**config.mk**
```make
export PLATFORM = sky130hd
export DESIGN_NAME = fsw_host_ctrl
export DESIGN_NICKNAME = d
export VERILOG_FILES = /design/src/rtl/fsw_pkg.sv /design/src/rtl/fsw_cyc_if.sv /design/src/rtl/fsw_cyc_engine.sv /design/src/rtl/fsw_host_ctrl.sv /design/src/rtl/fsw_toggle_cmp.sv
export SDC_FILE = /design/constraint.sdc
export NUM_CORES = 1
export LEC_CHECK = 0
export BUFFER_PORTS_ARGS = -buffer_cell sky130_fd_sc_hd__buf_4
export CAP_MARGIN = 40
export CELL_PAD_IN_SITES_DETAIL_PLACEMENT = 0
export CELL_PAD_IN_SITES_GLOBAL_PLACEMENT = 2
export CORE_UTILIZATION = 38
export CTS_CLUSTER_SIZE = 16
export DETAILED_ROUTE_END_ITERATION = 7
export GPL_ROUTABILITY_DRIVEN = 0
export PLACE_DENSITY_LB_ADDON = 0.1
export SYNTH_ARGS = -nofsm -noshare
export SYNTH_HDL_FRONTEND = slang
export SYNTH_SLANG_ARGS = --single-unit
```
**constraint.sdc**
```tcl
create_clock -name pclk -period 5 [get_ports pclk]
set_clock_uncertainty 0.2 [all_clocks]
set_input_delay 1 -clock pclk [delete_from_list [all_inputs] [get_ports pclk]]
set_output_delay 1 -clock pclk [all_outputs]
set_load 0.005 [all_outputs]
```
**src/rtl/fsw_pkg.sv**
```systemverilog
// Package for the flash status poller and protection controller.
// Assumes a byte-wide parallel flash driven by a 50 MHz host controller.
package fsw_pkg;
  localparam int unsigned FSW_CLK_MHZ = 50;
  localparam int unsigned FSW_CLK_NS = 20;
  // Pin timing in ns, converted to cycles with round up for minimums.
  localparam int unsigned FSW_T_ACC_NS = 120;
  localparam int unsigned FSW_T_WP_NS = 60;
  localparam int unsigned FSW_T_SETUP_NS = 40;
  localparam int unsigned FSW_T_ACC_CYC = (FSW_T_ACC_NS + FSW_CLK_NS - 1) / FSW_CLK_NS;
  localparam int unsigned FSW_T_WP_CYC = (FSW_T_WP_NS + FSW_CLK_NS - 1) / FSW_CLK_NS;
  localparam int unsigned FSW_T_SETUP_CYC = (FSW_T_SETUP_NS + FSW_CLK_NS - 1) / FSW_CLK_NS;
  // Protect pulse width in us.
  localparam int unsigned FSW_T_PROT_US = 100;
  localparam int unsigned FSW_T_PROT_CYC = FSW_T_PROT_US * FSW_CLK_MHZ;
  localparam int unsigned FSW_CNT_W = 16;

  // Register word offsets (byte addresses).
  localparam logic [7:0] FSW_REG_CTRL = 8'h00;
  localparam logic [7:0] FSW_REG_ADDR = 8'h04;
  localparam logic [7:0] FSW_REG_DATA = 8'h08;
  localparam logic [7:0] FSW_REG_STAT = 8'h0c;
  localparam logic [7:0] FSW_REG_RDAT = 8'h10;

  // Control register command field.
  localparam int unsigned FSW_CMD_LSB = 0;
  localparam int unsigned FSW_CMD_W = 3;
  localparam logic [2:0] FSW_CMD_READ = 3'h1;
  localparam logic [2:0] FSW_CMD_WRITE = 3'h2;
  localparam logic [2:0] FSW_CMD_POLL = 3'h3;
  localparam logic [2:0] FSW_CMD_PROT = 3'h4;
  localparam logic [2:0] FSW_CMD_UNPROT = 3'h5;
  localparam logic [2:0] FSW_CMD_VERIFY = 3'h6;

  // Status register bits.
  localparam int unsigned FSW_ST_BUSY = 0;
  localparam int unsigned FSW_ST_DONE = 1;
  localparam int unsigned FSW_ST_FAIL = 2;
  localparam int unsigned FSW_ST_RESET_REQ = 3;
  localparam int unsigned FSW_ST_WINDOW = 4;

  // Flash data bit positions, address width and address bit positions.
  localparam int unsigned FSW_BIT_ZERO = 0;
  localparam int unsigned FSW_BIT_WINDOW = 3;
  localparam int unsigned FSW_BIT_TLIMIT = 5;
  localparam int unsigned FSW_BIT_OPTOG = 6;
  localparam int unsigned FSW_ADDR_W = 18;
  localparam int unsigned FSW_ID_SEL = 1;
  localparam int unsigned FSW_PROT_SEL = 6;
  localparam int unsigned FSW_HV_PIN = 9;

  localparam logic [7:0] FSW_CMD_RESET = 8'hf0;

  typedef enum logic [1:0] {
    FSW_OP_READ = 2'b00,
    FSW_OP_WRITE = 2'b01,
    FSW_OP_HVPULSE = 2'b10
  } fsw_op_t;
endpackage

```
**src/rtl/fsw_cyc_if.sv**
```systemverilog
// Interface between the sequencer and the pin cycle engine.
// Assumes both ends run on the same clock.
`timescale 1ns/10ps
`default_nettype none
interface fsw_cyc_if;
  import fsw_pkg::*;
  logic req;
  fsw_op_t op;
  logic [FSW_ADDR_W-1:0] addr;
  logic [7:0] wdata;
  logic protect_sel;
  logic done;
  logic [7:0] rdata;
  modport seq (output req, output op, output addr, output wdata, output protect_sel,
    input done, input rdata);
  modport eng (input req, input op, input addr, input wdata, input protect_sel,
    output done, output rdata);
endinterface
`default_nettype wire

```
**src/rtl/fsw_cyc_engine.sv**
```systemverilog
// Pin cycle engine: one read, write or elevated-voltage pulse per request.
// Assumes flash pins are synchronous; data bus is a three-signal tristate.
`timescale 1ns/10ps
`default_nettype none
module fsw_cyc_engine
  import fsw_pkg::*;
(
  input wire logic pclk,
  input wire logic presetn,
  input wire logic clk_en,
  fsw_cyc_if.eng cyc,
  output logic [FSW_ADDR_W-1:0] f_addr_nxt,
  output logic f_ce_n_nxt,
  output logic f_oe_n_nxt,
  output logic f_we_n_nxt,
  output logic f_dq_oe_nxt,
  output logic [7:0] f_dq_out_nxt,
  output logic f_hv_en_nxt,
  input wire logic [7:0] f_dq_in
);
  typedef enum logic [1:0] {
    FSW_E_IDLE = 2'b00,
    FSW_E_SETUP = 2'b01,
    FSW_E_ACT = 2'b10,
    FSW_E_HOLD = 2'b11
  } fsw_eng_t;
  fsw_eng_t st_r, st_nxt;
  logic [FSW_CNT_W-1:0] cnt_r, cnt_nxt;
  logic [7:0] rd_r, rd_nxt;
  logic done_r, done_nxt;
  always_comb begin
    st_nxt = st_r;
    cnt_nxt = cnt_r;
    rd_nxt = rd_r;
    done_nxt = 1'b0;
    f_addr_nxt = cyc.addr;
    f_ce_n_nxt = 1'b1;
    f_oe_n_nxt = 1'b1;
    f_we_n_nxt = 1'b1;
    f_dq_oe_nxt = 1'b0;
    f_dq_out_nxt = cyc.wdata;
    f_hv_en_nxt = (cyc.op == FSW_OP_HVPULSE) && (st_r != FSW_E_IDLE);
    case (st_r)
      FSW_E_IDLE: begin
        if (cyc.req) begin
          st_nxt = FSW_E_SETUP;
          cnt_nxt = FSW_CNT_W'(FSW_T_SETUP_CYC);
        end
      end
      FSW_E_SETUP: begin
        // Write strobe low only with output enable high, avoiding inhibit.
        f_ce_n_nxt = 1'b0;
        f_oe_n_nxt = (cyc.op == FSW_OP_READ) ? 1'b0 : 1'b1;
        f_dq_oe_nxt = (cyc.op == FSW_OP_WRITE);
        cnt_nxt = cnt_r - 1'b1;
        if (cnt_r <= 1) begin
          st_nxt = FSW_E_ACT;
          case (cyc.op)
            FSW_OP_READ: cnt_nxt = FSW_CNT_W'(FSW_T_ACC_CYC);
            FSW_OP_WRITE: cnt_nxt = FSW_CNT_W'(FSW_T_WP_CYC);
            default: cnt_nxt = FSW_CNT_W'(FSW_T_PROT_CYC);
          endcase
        end
      end
      FSW_E_ACT: begin
        // Strobe width well above the device's glitch filter.
        f_ce_n_nxt = 1'b0;
        f_oe_n_nxt = (cyc.op == FSW_OP_READ) ? 1'b0 : 1'b1;
        f_we_n_nxt = (cyc.op == FSW_OP_READ);
        f_dq_oe_nxt = (cyc.op == FSW_OP_WRITE);
        cnt_nxt = cnt_r - 1'b1;
        if (cnt_r <= 1) begin
          st_nxt = FSW_E_HOLD;
          rd_nxt = f_dq_in;
        end
      end
      FSW_E_HOLD: begin
        // Chip select outlasts the strobe so the flash latches on a clean write strobe rise.
        f_ce_n_nxt = 1'b0;
        f_dq_oe_nxt = (cyc.op == FSW_OP_WRITE);
        st_nxt = FSW_E_IDLE;
        done_nxt = 1'b1;
      end
      default: st_nxt = FSW_E_IDLE;
    endcase
  end
  always_ff @(posedge pclk or negedge presetn) begin
    if (!presetn) begin
      st_r <= FSW_E_IDLE;
      cnt_r <= '0;
      rd_r <= 8'h00;
      done_r <= 1'b0;
    end else if (clk_en) begin
      st_r <= st_nxt;
      cnt_r <= cnt_nxt;
      rd_r <= rd_nxt;
      done_r <= done_nxt;
    end
  end
  assign cyc.done = done_r;
  assign cyc.rdata = rd_r;
endmodule
`default_nettype wire

```
**src/rtl/fsw_host_ctrl.sv**
```systemverilog
// Host controller for a parallel flash: APB registers, pin cycles, toggle polling,
// whole-chip protect and unprotect with an elevated voltage enable.
// Assumes an external switch drives the elevated voltage when f_hv_en is high.
`timescale 1ns/10ps
`default_nettype none
module fsw_host_ctrl
  import fsw_pkg::*;
(
  input wire logic pclk,
  input wire logic presetn,
  input wire logic clk_en,
  input wire logic psel,
  input wire logic penable,
  input wire logic pwrite,
  input wire logic [7:0] paddr,
  input wire logic [31:0] pwdata,
  output logic [31:0] prdata,
  output logic pready,
  output logic pslverr,
  output logic [FSW_ADDR_W-1:0] f_addr,
  output logic f_ce_n,
  output logic f_oe_n,
  output logic f_we_n,
  output logic [7:0] f_dq_out,
  output logic f_dq_oe,
  input wire logic [7:0] f_dq_in,
  output logic f_hv_en
);
  typedef enum logic [2:0] {
    FSW_S_IDLE = 3'b000,
    FSW_S_SINGLE = 3'b001,
    FSW_S_POLL = 3'b010,
    FSW_S_RESET = 3'b011,
    FSW_S_HV = 3'b100,
    FSW_S_VERIFY = 3'b101
  } fsw_state_t;

  fsw_cyc_if cyc ();
  logic [FSW_ADDR_W-1:0] e_addr;
  logic e_ce_n, e_oe_n, e_we_n, e_dq_oe, e_hv_en;
  logic [7:0] e_dq_out;
  logic cmp_pair, cmp_tog;

  fsw_state_t st_r, st_nxt;
  logic [FSW_ADDR_W-1:0] addr_r, addr_nxt;
  logic [7:0] wdat_r, wdat_nxt, rdat_r, rdat_nxt;
  logic busy_r, busy_nxt, done_r, done_nxt, fail_r, fail_nxt;
  logic rreq_r, rreq_nxt, win_r, win_nxt, recheck_r, recheck_nxt;
  logic req_r, req_nxt;
  fsw_op_t op_r, op_nxt;
  logic [31:0] prdata_nxt;
  logic pready_nxt, pslverr_nxt, cmp_restart, cmp_sample;
  logic wr_acc, rd_acc, known;

  fsw_cyc_engine i_fsw_cyc_engine (
    .pclk(pclk),
    .presetn(presetn),
    .clk_en(clk_en),
    .cyc(cyc.eng),
    .f_addr_nxt(e_addr),
    .f_ce_n_nxt(e_ce_n),
    .f_oe_n_nxt(e_oe_n),
    .f_we_n_nxt(e_we_n),
    .f_dq_oe_nxt(e_dq_oe),
    .f_dq_out_nxt(e_dq_out),
    .f_hv_en_nxt(e_hv_en),
    .f_dq_in(f_dq_in)
  );

  fsw_toggle_cmp i_fsw_toggle_cmp (
    .pclk(pclk),
    .presetn(presetn),
    .clk_en(clk_en),
    .restart(cmp_restart),
    .sample(cmp_sample),
    .data(cyc.rdata),
    .have_pair(cmp_pair),
    .toggling(cmp_tog)
  );

  assign cyc.req = req_r;
  assign cyc.op = op_r;
  assign cyc.addr = addr_r;
  assign cyc.wdata = wdat_r;
  assign cyc.protect_sel = addr_r[FSW_PROT_SEL];

  // APB: answers in the access cycle after one wait state.
  assign wr_acc = psel && penable && pwrite && !pready;
  assign rd_acc = psel && penable && !pwrite && !pready;
  assign known = (paddr == FSW_REG_CTRL) || (paddr == FSW_REG_ADDR)
    || (paddr == FSW_REG_DATA) || (paddr == FSW_REG_STAT) || (paddr == FSW_REG_RDAT);

  always_comb begin
    prdata_nxt = 32'h0000_0000;
    pready_nxt = psel && penable && !pready;
    pslverr_nxt = psel && penable && !pready && !known;
    if (rd_acc) begin
      case (paddr)
        FSW_REG_ADDR: prdata_nxt = {{(32 - FSW_ADDR_W){1'b0}}, addr_r};
        FSW_REG_DATA: prdata_nxt = {24'h000000, wdat_r};
        FSW_REG_STAT: begin
          prdata_nxt[FSW_ST_BUSY] = busy_r;
          prdata_nxt[FSW_ST_DONE] = done_r;
          prdata_nxt[FSW_ST_FAIL] = fail_r;
          prdata_nxt[FSW_ST_RESET_REQ] = rreq_r;
          prdata_nxt[FSW_ST_WINDOW] = win_r;
        end
        FSW_REG_RDAT: prdata_nxt = {24'h000000, rdat_r};
        default: prdata_nxt = 32'h0000_0000;
      endcase
    end
  end

  always_comb begin
    st_nxt = st_r;
    addr_nxt = addr_r;
    wdat_nxt = wdat_r;
    rdat_nxt = rdat_r;
    busy_nxt = busy_r;
    done_nxt = done_r;
    fail_nxt = fail_r;
    rreq_nxt = rreq_r;
    win_nxt = win_r;
    recheck_nxt = recheck_r;
    req_nxt = 1'b0;
    op_nxt = op_r;
    cmp_restart = 1'b0;
    cmp_sample = 1'b0;
    if (wr_acc && !busy_r) begin
      if (paddr == FSW_REG_ADDR) addr_nxt = pwdata[FSW_ADDR_W-1:0];
      if (paddr == FSW_REG_DATA) wdat_nxt = pwdata[7:0];
    end
    case (st_r)
      FSW_S_IDLE: begin
        if (wr_acc && paddr == FSW_REG_CTRL) begin
          busy_nxt = 1'b1;
          done_nxt = 1'b0;
          req_nxt = 1'b1;
          op_nxt = FSW_OP_READ;
          case (pwdata[FSW_CMD_LSB +: FSW_CMD_W])
            FSW_CMD_WRITE: begin
              // Holding off new writes after a failure until reset.
              if (rreq_r) begin
                busy_nxt = 1'b0;
                req_nxt = 1'b0;
              end else begin
                op_nxt = FSW_OP_WRITE;
                st_nxt = FSW_S_SINGLE;
              end
            end
            FSW_CMD_POLL: begin
              // Each poll starts from a fresh pair of reads.
              cmp_restart = 1'b1;
              recheck_nxt = 1'b0;
              fail_nxt = 1'b0;
              st_nxt = FSW_S_POLL;
            end
            FSW_CMD_PROT, FSW_CMD_UNPROT: begin
              // Protect-select low protects, high unprotects.
              addr_nxt[FSW_PROT_SEL] = (pwdata[FSW_CMD_LSB +: FSW_CMD_W] == FSW_CMD_UNPROT);
              op_nxt = FSW_OP_HVPULSE;
              st_nxt = FSW_S_HV;
            end
            FSW_CMD_VERIFY: begin
              addr_nxt[FSW_ID_SEL] = 1'b1;
              st_nxt = FSW_S_VERIFY;
            end
            FSW_CMD_READ: st_nxt = FSW_S_SINGLE;
            default: begin
              busy_nxt = 1'b0;
              req_nxt = 1'b0;
            end
          endcase
        end
      end
      FSW_S_SINGLE, FSW_S_HV, FSW_S_VERIFY: begin
        if (cyc.done) begin
          rdat_nxt = cyc.rdata;
          win_nxt = cyc.rdata[FSW_BIT_WINDOW];
          busy_nxt = 1'b0;
          done_nxt = 1'b1;
          st_nxt = FSW_S_IDLE;
        end
      end
      FSW_S_POLL: begin
        if (cyc.done) begin
          cmp_sample = 1'b1;
          rdat_nxt = cyc.rdata;
          win_nxt = cyc.rdata[FSW_BIT_WINDOW];
          req_nxt = 1'b1;
          if (cmp_pair && !cmp_tog) begin
            busy_nxt = 1'b0;
            done_nxt = 1'b1;
            req_nxt = 1'b0;
            st_nxt = FSW_S_IDLE;
          end else if (cmp_pair && recheck_r) begin
            // Still toggling after the flag rose: failed, restore array reads.
            fail_nxt = 1'b1;
            rreq_nxt = 1'b1;
            op_nxt = FSW_OP_WRITE;
            wdat_nxt = FSW_CMD_RESET;
            st_nxt = FSW_S_RESET;
          end else if (cmp_pair && cyc.rdata[FSW_BIT_TLIMIT]) begin
            recheck_nxt = 1'b1;
          end
        end
      end
      FSW_S_RESET: begin
        if (cyc.done) begin
          rreq_nxt = 1'b0;
          busy_nxt = 1'b0;
          done_nxt = 1'b1;
          st_nxt = FSW_S_IDLE;
        end
      end
      default: st_nxt = FSW_S_IDLE;
    endcase
  end

  always_ff @(posedge pclk or negedge presetn) begin
    if (!presetn) begin
      st_r <= FSW_S_IDLE;
      addr_r <= '0;
      wdat_r <= 8'h00;
      rdat_r <= 8'h00;
      busy_r <= 1'b0;
      done_r <= 1'b0;
      fail_r <= 1'b0;
      rreq_r <= 1'b0;
      win_r <= 1'b0;
      recheck_r <= 1'b0;
      req_r <= 1'b0;
      op_r <= FSW_OP_READ;
      prdata <= 32'h0000_0000;
      pready <= 1'b0;
      pslverr <= 1'b0;
      f_addr <= '0;
      f_ce_n <= 1'b1;
      f_oe_n <= 1'b1;
      f_we_n <= 1'b1;
      f_dq_out <= 8'h00;
      f_dq_oe <= 1'b0;
      f_hv_en <= 1'b0;
    end else if (clk_en) begin
      st_r <= st_nxt;
      addr_r <= addr_nxt;
      wdat_r <= wdat_nxt;
      rdat_r <= rdat_nxt;
      busy_r <= busy_nxt;
      done_r <= done_nxt;
      fail_r <= fail_nxt;
      rreq_r <= rreq_nxt;
      win_r <= win_nxt;
      recheck_r <= recheck_nxt;
      req_r <= req_nxt;
      op_r <= op_nxt;
      prdata <= prdata_nxt;
      pready <= pready_nxt;
      pslverr <= pslverr_nxt;
      f_addr <= e_addr;
      f_ce_n <= e_ce_n;
      f_oe_n <= e_oe_n;
      f_we_n <= e_we_n;
      f_dq_out <= e_dq_out;
      f_dq_oe <= e_dq_oe;
      f_hv_en <= e_hv_en;
    end
  end
endmodule
`default_nettype wire

```
**src/rtl/fsw_toggle_cmp.sv**
```systemverilog
// Compares bit FSW_BIT_OPTOG of two consecutive status bytes for toggling.
// Assumes the caller presents each byte with a one-cycle strobe.
`timescale 1ns/10ps
`default_nettype none
module fsw_toggle_cmp
  import fsw_pkg::*;
(
  input wire logic pclk,
  input wire logic presetn,
  input wire logic clk_en,
  input wire logic restart,
  input wire logic sample,
  input wire logic [7:0] data,
  output logic have_pair,
  output logic toggling
);
  logic [7:0] prev_r, prev_nxt;
  logic have_r, have_nxt;
  always_comb begin
    prev_nxt = prev_r;
    have_nxt = have_r;
    if (restart) begin
      have_nxt = 1'b0;
    end else if (sample) begin
      prev_nxt = data;
      have_nxt = 1'b1;
    end
  end
  always_ff @(posedge pclk or negedge presetn) begin
    if (!presetn) begin
      prev_r <= 8'h00;
      have_r <= 1'b0;
    end else if (clk_en) begin
      prev_r <= prev_nxt;
      have_r <= have_nxt;
    end
  end
  assign have_pair = have_r;
  assign toggling = prev_r[FSW_BIT_OPTOG] ^ data[FSW_BIT_OPTOG];
endmodule
`default_nettype wire

```
After elaboration in Yosys (flattened, before gate mapping)

Cells that the tools add are included.

Bits of input ports: 54
Register bits: 146

Order comparisons: 1
Bitwise gates (word level): 2
Multiplexer cells: 81
Eq/ne operators: 36
Add/sub/neg operators: 1
Reduce and logical (&&, ||, !) cells: 51

Operator list:

| operator                                              | number |
|---|---|
| two-way mux 8 bit                                     | 6 |
| one-hot mux 16 bit (3 select lines)                   | 1 |
| two-way mux 1 bit                                     | 41 |
| one-hot mux 13 bit (3 select lines)                   | 1 |
| two-way mux 16 bit                                    | 2 |
| two-way mux 32 bit                                    | 1 |
| one-hot mux 13 bit (2 select lines)                   | 1 |
| one-hot mux 5 bit (4 select lines)                    | 1 |
| two-way mux 3 bit                                     | 6 |
| AND reduction 6 bit                                   | 3 |
| equality test 8 x 4 -> 1 bit (second input constant)  | 2 |
| <= comparator 16 x 1 -> 1 bit (second input constant) | 1 |
| subtractor 16 x 1 -> 16 bit (second input constant)   | 1 |
| equality test 3 bit (second input constant)           | 5 |
| one-hot mux 3 bit (5 select lines)                    | 1 |
| AND reduction 3 bit                                   | 5 |
| two-way mux 2 bit                                     | 7 |
| two-way mux 7 bit                                     | 2 |
| != test 2 bit (second input constant)                 | 7 |
| AND reduction 7 bit                                   | 2 |
| logical AND 1 bit                                     | 13 |
| equality test 3 x 2 -> 1 bit (second input constant)  | 4 |
| != test 2 x 1 -> 1 bit (second input constant)        | 6 |
| one-hot mux 1 bit (2 select lines)                    | 5 |
| other kinds (27)                                      | 48 |

Depth between registers and ports, before layout

Gate-level depths: netlist (run 1).

Word-level depth: 9
Depth in mapped cells: 9
Gate-level depth less buffers: 7

Hierarchy

A second synthesis (run 1) with hierarchy kept.

Cell total of the unflattened synthesis: 561
Area, all modules: 6372.4 µm²

Modules (own cells, without submodules):

| module         | instances | cells each | sequential area each (µm²) | area each (µm²) |
|---|---|---|---|---|
| fsw_host_ctrl  | 1         | 340        | 2406.1                     | 4306.6 |
| fsw_cyc_engine | 1         | 214        | 675.6                      | 1974.4 |
| fsw_toggle_cmp | 1         | 7          | 50.0                       | 91.3 |

Worst setup path before layout (run 1)

Ideal clock, no wire load.

Path type: in2reg
Start: in paddr[5]
End: reg busy_r
Path slack: 1627 ps
Arrival time: 3046 ps
Library setup time: 128 ps
Stages on the path: 5
Required time: 4672 ps
Cell sequence: or4_4 > or4b_4 > o21a_1 > a2111oi_4 > mux2_1

Cells in the longest elaborated chain, start to end: 4

Ends and longest elaborated chain:

| what                          | line                 | source |
|---|---|---|
| start, declared               | fsw_host_ctrl.sv:15  | `input wire logic [7:0] paddr,` |
| logical NOT 8 bit             | fsw_host_ctrl.sv:135 | `if (wr_acc && paddr == FSW_REG_CTRL) begin` |
| logical AND 1 bit             | fsw_host_ctrl.sv:135 |  |
| != test 2 bit (no line)       | --                   |  |
| AND reduction 6 bit (no line) | --                   |  |
| end signal, assigned          | fsw_host_ctrl.sv:249 | `busy_r <= busy_nxt;` |
| end, declared                 | fsw_host_ctrl.sv:47  | `logic busy_r, busy_nxt, done_r, done_nxt, fail_r, fail_nxt;` |

Every way passes these cells.
A chain may end at the register's enable or synchronous reset.

Worst setup path in the final report (run 1)

Start: in paddr[5]
End: reg done_r

Cells in the longest elaborated chain, start to end: 4

Ends and longest elaborated chain:

| what                          | line                 | source |
|---|---|---|
| logical NOT 8 bit             | fsw_host_ctrl.sv:135 |  |
| logical AND 1 bit             | fsw_host_ctrl.sv:135 |  |
| != test 2 bit (no line)       | --                   |  |
| AND reduction 6 bit (no line) | --                   |  |
| end signal, assigned          | fsw_host_ctrl.sv:250 | `done_r <= done_nxt;` |
| end, declared                 | fsw_host_ctrl.sv:47  |  |

Every way passes these cells.

==> results of run 1 <==
## metal layers
metal / part of all wire [%] / vias to the layer above
met5: 0 / -
met4: 0.80 / 0
met3: 3.8 / 7
met2: 50 / 100
met1: 46 / 2302
li1: - / 2127
## power by group
part / switching, uW / internal, uW
Clock: 471 / 968
Sequential: 211 / 1220
Combinational: 643 / 461
Total: 1330 / 2650
## final timing paths
path	slack, ns	end	cells after the start	start
max	1.78	done_r	6	paddr[5]
max reg2reg	2.03	i_fsw_cyc_engine.cyc.rdata[6]	5	i_fsw_cyc_engine.cnt_r[10]
min	0.22	addr_r[13]	1	presetn
max in group asynchronous	3.36	f_we_n	3	presetn
min reg2reg	0.28	i_fsw_cyc_engine.cnt_r[14]	1	i_fsw_cyc_engine.cnt_r[14]
min in group pclk	0.28	i_fsw_cyc_engine.cnt_r[14]	1	i_fsw_cyc_engine.cnt_r[14]
## layout by cell type, fill, tap and decap left out, drive strengths merged, types with 4 or more instances in the layout
cell type  Yosys  final
dfrtp        122    122
buf           20    103
mux2          65     65
nand2         37     37
nor2          29     29
clkbuf        24     20
a21oi         19     19
inv           15     18
o21ai         16     16
a31oi         15     15
conb           1     14
a22o          12     12
mux2i         11     11
nor3          10     10
nand4         10     10
nand3         10     10
nor4           9      9
and3           7      7
a22oi          6      6
a21o           6      6
ha             6      6
bufinv         0      6
and2           5      5
o211ai         5      5
o2bb2ai        5      5
a32o           4      4
a211oi         4      4
nand2b         4      4
## flip-flops by register name, indices dropped and copies added (netlist names), 2 cells and up
signal	flops
i_fsw_cyc_engine.st_r	2
addr_r	18
st_r	3
f_addr	18
rdat_r	8
f_dq_out	8
cyc.wdata	8
i_fsw_cyc_engine.cyc.rdata	8
cyc.op	2
i_fsw_cyc_engine.cnt_r	16
prdata	18
## worst max-delay path, delay by kind of cell
family / cells / cell delay, ns
AOI/OAI and AO/OA: 2 / 0.68
buffers and inverters: 1 / 0.12
and+or+nand+nor: 2 / 1.15
muxes: 1 / 0.35
## logic make-up after synthesis
logic type / share of synthesized area [%]
AO/OA/AOI/OAI: 14.6
XOR/XNOR: 0.439
adder cells (fa/ha/maj): 1.25
buffers and inverters: 4.70
flip-flops: 52.3
multiplexers: 14.1
other: 0.0626
AND/OR/NAND/NOR: 12.5
## per-stage QoR
stage	cells	instance area, um^2
2_1_floorplan	544	6030
3_3_place_gp	810	6820
3_5_place_dp	814	6880
4_1_cts	846	7570
5_1_grt	846	7570
6_report	846	7570
## layout make-up
class | instances | area [um^2] | area share (%)
multi-input combinational | 360 | 2620 | 34.6
tap | 211 | 264 | 3.49
sequential | 125 | 3130 | 41.4
inverter | 15 | 56.3 | 0.744
clock inverter | 12 | 231 | 3.06
clock buffer | 20 | 457 | 6.03
timing repair buffer | 103 | 808 | 10.7
==> out/metrics.sh, run 1 <==
DIE_W_UM=128
NUM_ROWS=45
SYNTH_AREA_UM2=5990
FINALCOREUTILIZATION_PCT=49.4
DRT-WIRELENGTH-PER-CELL_UM=18.4
FP.DIEH_UM=128
DRTITER0DRC=272
CRIT_PATH_MAX_FANOUT=5
POWER.DENSITY_nW_PER_UM2=525
GRT_MAX_DEGREE=62
CTSLONGESTPATHBUFFERS=2
SYNTH_MOST_COMMON_CELL='sky130_fd_sc_hd__dfrtp_1'
SYNTH_AREA_LEADER_CELL='sky130_fd_sc_hd__dfrtp_1'
FIRST_PASS_GRT_WIRE_LENGTH_UM=25000
SYNTH_AREA_LEADERS='sky130_fd_sc_hd__dfrtp_1 (51%), sky130_fd_sc_hd__mux2_2 (7.3%), sky130_fd_sc_hd__mux2_1 (4.9%)'
VIA_PER_INST=5.36
CRIT_REQUIRED_NS=5.09
FINALMAXSLEWVIOLATIONS=0
DRIVE_GT1_SHARE_PCT=29.4
POST-SYNTH-TOP-AREA-FRACTION_PCT=51.0
GRT_OVERFLOW_TOTAL=0
TOTAL_NUMBER_OF_VIAS=4536
CTS-BUFFERS-INSERTED=17
NETLIST-CELL-TYPE-COUNT=65
NUMBER_OF_CLOCK_SINKS=125
SYNTH_ASYNC_SR_FLOP_SHARE_PCT=100
CP-START-KIND='input port'
GRT_USE_MET3_PCT=4.56
DRT.ANTENNA.VIOLATING_NETS=0
CTS.REPAIR.RESIZED=0
HOLD_SLACK_NS=0.223
OVERALL_DIE_AREA_UM2=16300
GRT_PASS1_VIAS=4559
AVGSYNTHCELLAREA_UM2=11.3
INITIAL_UTILIZATION_PCT=39.1
GRT_USE_MET2_PCT=34.2
GRT.MET1_USAGE_PCT=26.4
RSZ0062_AT_GRT='no'
PATH_CATEGORY_OF_THE_WORST_MIN_DELAY_CHECK='in -> async'
HOLD_BUFFERS=0
TIMING.CRITICAL_PATH.CELLS='buf_4, or4_4, or4b_4, o21a_1, a2111oi_4, mux2_1'
TIMING_WORST_SLEW_PIN_VALUE_NS=0.879
CLK_LATENCY_NS=0.41
CP_DATA_ARRIVAL_TIME_NS=3.31
SYNTHTOLAYOUTAREAGROWTH_PCT=26.5
FLIP_FLOP_AND_LATCH_COUNT_AFTER_SYNTHESIS=125
SETUP_VIOL=0
TIMING.MAX_SLEW.REL_SLACK_PCT=41.0
GROUTE.USAGE.OVERALL_PCT=20.3
PRECTSSETUPSLACK_NS=1.36
PATH_CLK_SLEW_NS=0.06
LEAKAGE_uW=0.00361
REPORT.FINAL.HOLD_VIOL_COUNT=0
CRITICAL_PATH_CLASS='in -> reg'
INITIAL_ANTENNA_VIOLATION_COUNT=0
SYNTH_TOP_CELLS_BY_COUNT='sky130_fd_sc_hd__dfrtp_1 (122), sky130_fd_sc_hd__mux2_2 (39), sky130_fd_sc_hd__nand2_1 (37)'
HTREEDEPTH=4
TYPE_OF_DESTINATION_OF_THE_CRITICAL_PATH='flip-flop'
CTS_ROOT_BUF='sky130_fd_sc_hd__clkbuf_16'
YOSYSWARNINGCOUNT=0
FINISH.NET_COUNT=682
MAX_FREQ_MHz=310
TNS_NS=0
SYNTH_ENABLE_FLOP_CELLS=0
CTS_POST_SETUP_BUFFERS_INSERTED=0
CTS_TREE='yes'
PERIOD_MINUS_SLACK_NS=3.22
TOP_LEVEL_PORTS=119
RESULT_OF_THE_RUN='finished clean'
FILLERINSTANCES=1434
YS.FLOP_TYPE='sky130_fd_sc_hd__dfrtp_1'
INSERTEDDIODECOUNT=0
PORT_BUFFERS=90
CELL_WITH_THE_LARGEST_STAGE_DELAY_ON_THE_WORST_PATH='sky130_fd_sc_hd__or4b_4'
IR_DROP_V=0.000286
SETUP_WS_NS=1.78
DP_HPWL_UM=10900
DRT_PASS1_ITERATIONS=7
SLOWEST_DELAY_NS=0.58
WL_UM=15600
SEQUENTIAL_AREA_SHARE_AFTER_SYNTHESIS_PCT=52.3
FLOORPLAN.CORE_AREA_UM2=15300
GLOBALROUTE.BUSIESTLAYER='met2'
DRV.MAX_CAP_VIOLATION_COUNT=0
MIN_PERIOD_OVER_PERIOD_PCT=64.4
NETLIST_INSTANCES=531
FIN_TOTAL_PWR_uW=3970
DRC=0
Note: power is estimated with default switching activity, not from simulation.
==> inputs of run 2 (changes only) <==
ABC_AREA = 1   (was not set)
CORE_UTILIZATION = 32   (was 38)
clock period = 3.1 ns   (was 5 ns; I/O delays follow)
==> run 2 against run 1 <==
Net effect:
- die area rose by 25%
- flip-flop and latch count unchanged
- clock power increased by 39%
- global-route usage down 2.5 points
- critical path depth unchanged
- final cell count is 37% higher
- via count up 17%
- design area up 3.7%
- total power is 53% higher
- routed wire length up 8.0%
- area after synthesis grew 5.9%
- sequential power grew 50%
- highest routed layer unchanged
==> out/metrics.sh, run 2 <==
RESULT_OF_THE_RUN='finished clean'
DRTITER0DRC=248  # -8.8%
DRV.MAX_CAP_VIOLATION_COUNT=0  # unchanged
SYNTH_AREA_UM2=6340  # +5.9%
GRT_USE_MET3_PCT=3.22  # -1.3 points
LAYOUT_COMMONEST_CELL='sky130_fd_sc_hd__nand2_1'
FP.DIEH_UM=143  # +12%
CLK_LATENCY_NS=0.42  # about the same
GROUTE.USAGE.OVERALL_PCT=17.8  # -2.5 points
IR_DROP_V=0.000413  # +44%
OVERALL_DIE_AREA_UM2=20400  # +25%
YOSYS.AREA_SHARE.ADDER_PCT=1.18  # -0.070 points
SYNTHTOLAYOUTAREAGROWTH_PCT=23.9
FIRST_PASS_GRT_WIRE_LENGTH_UM=27900  # +12%
VIA_PER_INST=4.58  # -15%
MOST-COMMON-LAYOUT-CELLS='sky130_fd_sc_hd__nand2_1 (260), sky130_fd_sc_hd__dfrtp_1 (122), sky130_fd_sc_hd__buf_4 (94), sky130_fd_sc_hd__inv_1 (72), sky130_fd_sc_hd__nand3_1 (55)'
DRT_PASS1_ITERATIONS=6  # -1
CTS_TREE='yes'
FLOP2FLOP_SETUP_SLACK_NS=0.98  # -1.05 ns
DRT.ANTENNA.VIOLATING_NETS=0  # unchanged
SYNTH_ENABLE_FLOP_CELLS=0  # unchanged
SETUP_WS_NS=0.983  # -0.795 ns
POST-SYNTH-TOP-AREA-FRACTION_PCT=48.2  # -2.8 points
CRIT_REQUIRED_NS=3.21  # -1.88 ns
FINALMAXSLEWVIOLATIONS=0  # unchanged
CP-START-KIND='flip-flop'
AREA_AFTER_DPL_UM2=7260  # +5.4%
YS.FLOP_TYPE='sky130_fd_sc_hd__dfrtp_1'
POST_SYNTH_XOR_AREA_FRACTION_PCT=1.52  # +1.1 points
NUMBER_OF_CLOCK_SINKS=125  # unchanged
FLOORPLAN.CORE_AREA_UM2=19500  # +27%
CP_COMMON_CELL='sky130_fd_sc_hd__nor2_1'
GRT_USE_MET2_PCT=28.6  # -5.6 points
GLOBALROUTE.BUSIESTLAYER='met2'
PATH_CATEGORY_OF_THE_WORST_MIN_DELAY_CHECK='in -> async'
WORSTREGTOREGCELLS=6  # +1
INITIAL_ANTENNA_VIOLATION_COUNT=0  # unchanged
NETLIST-CELL-TYPE-COUNT=45  # -31%
TYPE_OF_DESTINATION_OF_THE_CRITICAL_PATH='flip-flop'
GRT_PASS1_VIAS=5421  # +19%
PLACE.DETAILED.INSTANCES=1126  # +38%
PATH_CLK_SLEW_NS=0.07  # about the same
DRT-WIRELENGTH-PER-CELL_UM=14.5  # -21%
SLOWEST_DELAY_NS=0.60  # +0.02 ns
TNS_NS=0  # unchanged
SYNTH_AREA_LEADER_CELL='sky130_fd_sc_hd__dfrtp_1'
TIMING.MAX_SLEW.REL_SLACK_PCT=51.8  # +11 points
FLIP_FLOP_AND_LATCH_COUNT_AFTER_SYNTHESIS=125  # unchanged
TIMING_WORST_SLEW_PIN_VALUE_NS=0.723  # -0.156 ns
TOTAL_NUMBER_OF_VIAS=5306  # +17%
CTS_ROOT_BUF='sky130_fd_sc_hd__clkbuf_16'
HTREEDEPTH=4  # unchanged
TIMING.CRITICAL_PATH.CELLS='inv_1, ha_1, o21ai_2, nor2_1, xor2_1, nor2_1'
CTS_POST_SETUP_BUFFERS_INSERTED=0  # unchanged
PERIOD_MINUS_SLACK_NS=2.12
CTSLONGESTPATHBUFFERS=2  # unchanged
WORSTREG2REGSTART='i_fsw_cyc_engine.st_r[0]'
GRT_OVERFLOW_TOTAL=0  # unchanged
MAX_FREQ_MHz=472
POWER.DENSITY_nW_PER_UM2=772  # +47%
REGTOREGENDPOINT='i_fsw_cyc_engine.cnt_r[4]'
INSERTEDDIODECOUNT=0  # unchanged
FILLERINSTANCES=2050  # +43%
CRITICAL_PATH_CLASS='reg -> reg'
NETLIST_INSTANCES=784  # +48%
HOLD_BUFFERS=0  # unchanged
CRIT_PATH_MAX_FANOUT=12  # +7
YOSYS.AREA_SHARE.SIMPLE_PCT=29.8  # +17 points
SEQUENTIAL_AREA_SHARE_AFTER_SYNTHESIS_PCT=49.4  # -2.9 points
CTS-BUFFERS-INSERTED=17  # unchanged
FINALCOREUTILIZATION_PCT=40.3  # -9.1 points
SYNTH_MOST_COMMON_CELL='sky130_fd_sc_hd__nand2_1'
CTS.REPAIR.RESIZED=0  # unchanged
STDCELL_AREA_UM2=7850  # +3.7%
DIE_W_UM=143  # +12%
GRT.MET1_USAGE_PCT=24.4  # -2.0 points
FINISH.NET_COUNT=940  # +38%
PORT_BUFFERS=90  # unchanged
SYNTH_ASYNC_SR_FLOP_SHARE_PCT=100  # unchanged
REPORT.FINAL.HOLD_VIOL_COUNT=0  # unchanged
LAYOUTNONFILLERINSTCOUNT=1158  # +37%
INITIAL_UTILIZATION_PCT=32.6  # -6.5 points
WL_UM=16800  # +8.0%
FRACTION_OF_SYNTHESIZED_AREA_IN_MULTIPLEXERS_PCT=0  # -14 points
SYNTH_COMPOUND_AREA_SHARE_PCT=9.89  # -4.7 points
LARGESTREGISTERS='addr_r (18), f_addr (18), prdata (18)'
NUM_ROWS=51  # +13%
GRT_MAX_DEGREE=58  # -6.5%
TOP_LEVEL_PORTS=119  # unchanged
AVGSYNTHCELLAREA_UM2=8.08  # -28%
YOSYSWARNINGCOUNT=0  # unchanged
PRECTSSETUPSLACK_NS=0.834  # -0.524 ns
SYNTH_TOP_CELLS_BY_COUNT='sky130_fd_sc_hd__nand2_1 (260), sky130_fd_sc_hd__dfrtp_1 (122), sky130_fd_sc_hd__inv_1 (73)'
CP_DATA_ARRIVAL_TIME_NS=2.23  # -1.08 ns
SETUP_VIOL=0  # unchanged
SYNTH_AREA_LEADERS='sky130_fd_sc_hd__dfrtp_1 (48%), sky130_fd_sc_hd__nand2_1 (15%), sky130_fd_sc_hd__nand3_1 (4.3%)'
DRC=0  # unchanged
MIN_PERIOD_OVER_PERIOD_PCT=68.3
DP_HPWL_UM=12400  # +13%
DRIVE_GT1_SHARE_PCT=21.3  # -8.2 points
SYNTH_TOP_FAMILY_BY_AREA='simple AND/OR/NAND/NOR gates'
CELL_WITH_THE_LARGEST_STAGE_DELAY_ON_THE_WORST_PATH='sky130_fd_sc_hd__o21ai_2'
LEAKAGE_uW=0.00410  # +13%
RSZ0062_AT_GRT='no'
run 2: cell types whose count changed after synthesis, moves of 19 or more:
cell	delta
sky130_fd_sc_hd__nand3_1	+45
sky130_fd_sc_hd__o21ai_0	+37
sky130_fd_sc_hd__mux2_1	-26
sky130_fd_sc_hd__nor2_1	+25
sky130_fd_sc_hd__nand2_1	+223
sky130_fd_sc_hd__inv_1	+58
sky130_fd_sc_hd__mux2_2	-39
sky130_fd_sc_hd__clkbuf_1	-19
run 2: area by class of cell:
| type | count | area [um^2] | area share [%] |
|---|---|---|---|
| repair buffers | 96 | 746 | 9.50 |
| clock inverters | 15 | 171 | 2.18 |
| clock buffers | 17 | 425 | 5.42 |
| well taps | 265 | 332 | 4.22 |
| multi-input cells | 559 | 2740 | 34.9 |
| flip-flops and latches | 125 | 3130 | 39.9 |
| inverters | 81 | 305 | 3.89 |
run 2: cell families after synthesis:
logic type / after synthesis
other: 1
and+or+nand+nor: 422
xor gates and xnor gates: 11
DFF: 125
AOI/OAI and AO/OA: 106
adders and majority gates: 6
buffers and inverters: 113
run 2: critical path, delay by kind of cell, from the launching register on:
kind | cells | cell delay (ns)
AO/OA/AOI/OAI | 1 | 0.60
flip-flops | 1 | 0.39
adder cells (fa/ha/maj) | 1 | 0.39
AND/OR/NAND/NOR | 2 | 0.18
XOR/XNOR | 1 | 0.17
buffers and inverters | 1 | 0.08
run 2: per-stage QoR:
stage | power (uW) | hold slack [ns]
2_1_floorplan | 3560 | 0.124
3_3_place_gp | 4080 | 0.256
3_5_place_dp | 4110 | 0.259
4_1_cts | 6160 | 0.0739
5_1_grt | 6520 | 0.0994
6_report | 6070 | 0.0522
run 2: how the worst max path moves through the flow:
stage                                  start                          to  slack [ns]  cells past startpoint
floorplan                           paddr[1]                   addr_r[2]        1.31                      7
global placement                    paddr[1]                   prdata[1]        0.86                      9
detailed placement                  paddr[1]                   addr_r[1]        0.83                      8
CTS                 i_fsw_cyc_engine.st_r[1]  i_fsw_cyc_engine.cnt_r[14]        0.96                      8
global route        i_fsw_cyc_engine.st_r[0]  i_fsw_cyc_engine.cnt_r[11]        0.80                      8
finish              i_fsw_cyc_engine.st_r[0]   i_fsw_cyc_engine.cnt_r[4]        0.98                      6
run 2: layer usage:
layer / up-vias / routed length (um)
met2: 118 / 7660
met5: - / 0
li1: 2659 / -
met3: 16 / 622
met1: 2513 / 8310
met4: 0 / 201
run 2: power breakdown:
part | total (uW) | switching, uW | internal (uW) | leakage, uW
Sequential | 2150 | 255 | 1900 | 0.00167
Combinational | 1910 | 1260 | 649 | 0.00213
Clock | 2000 | 851 | 1150 | 0.000292
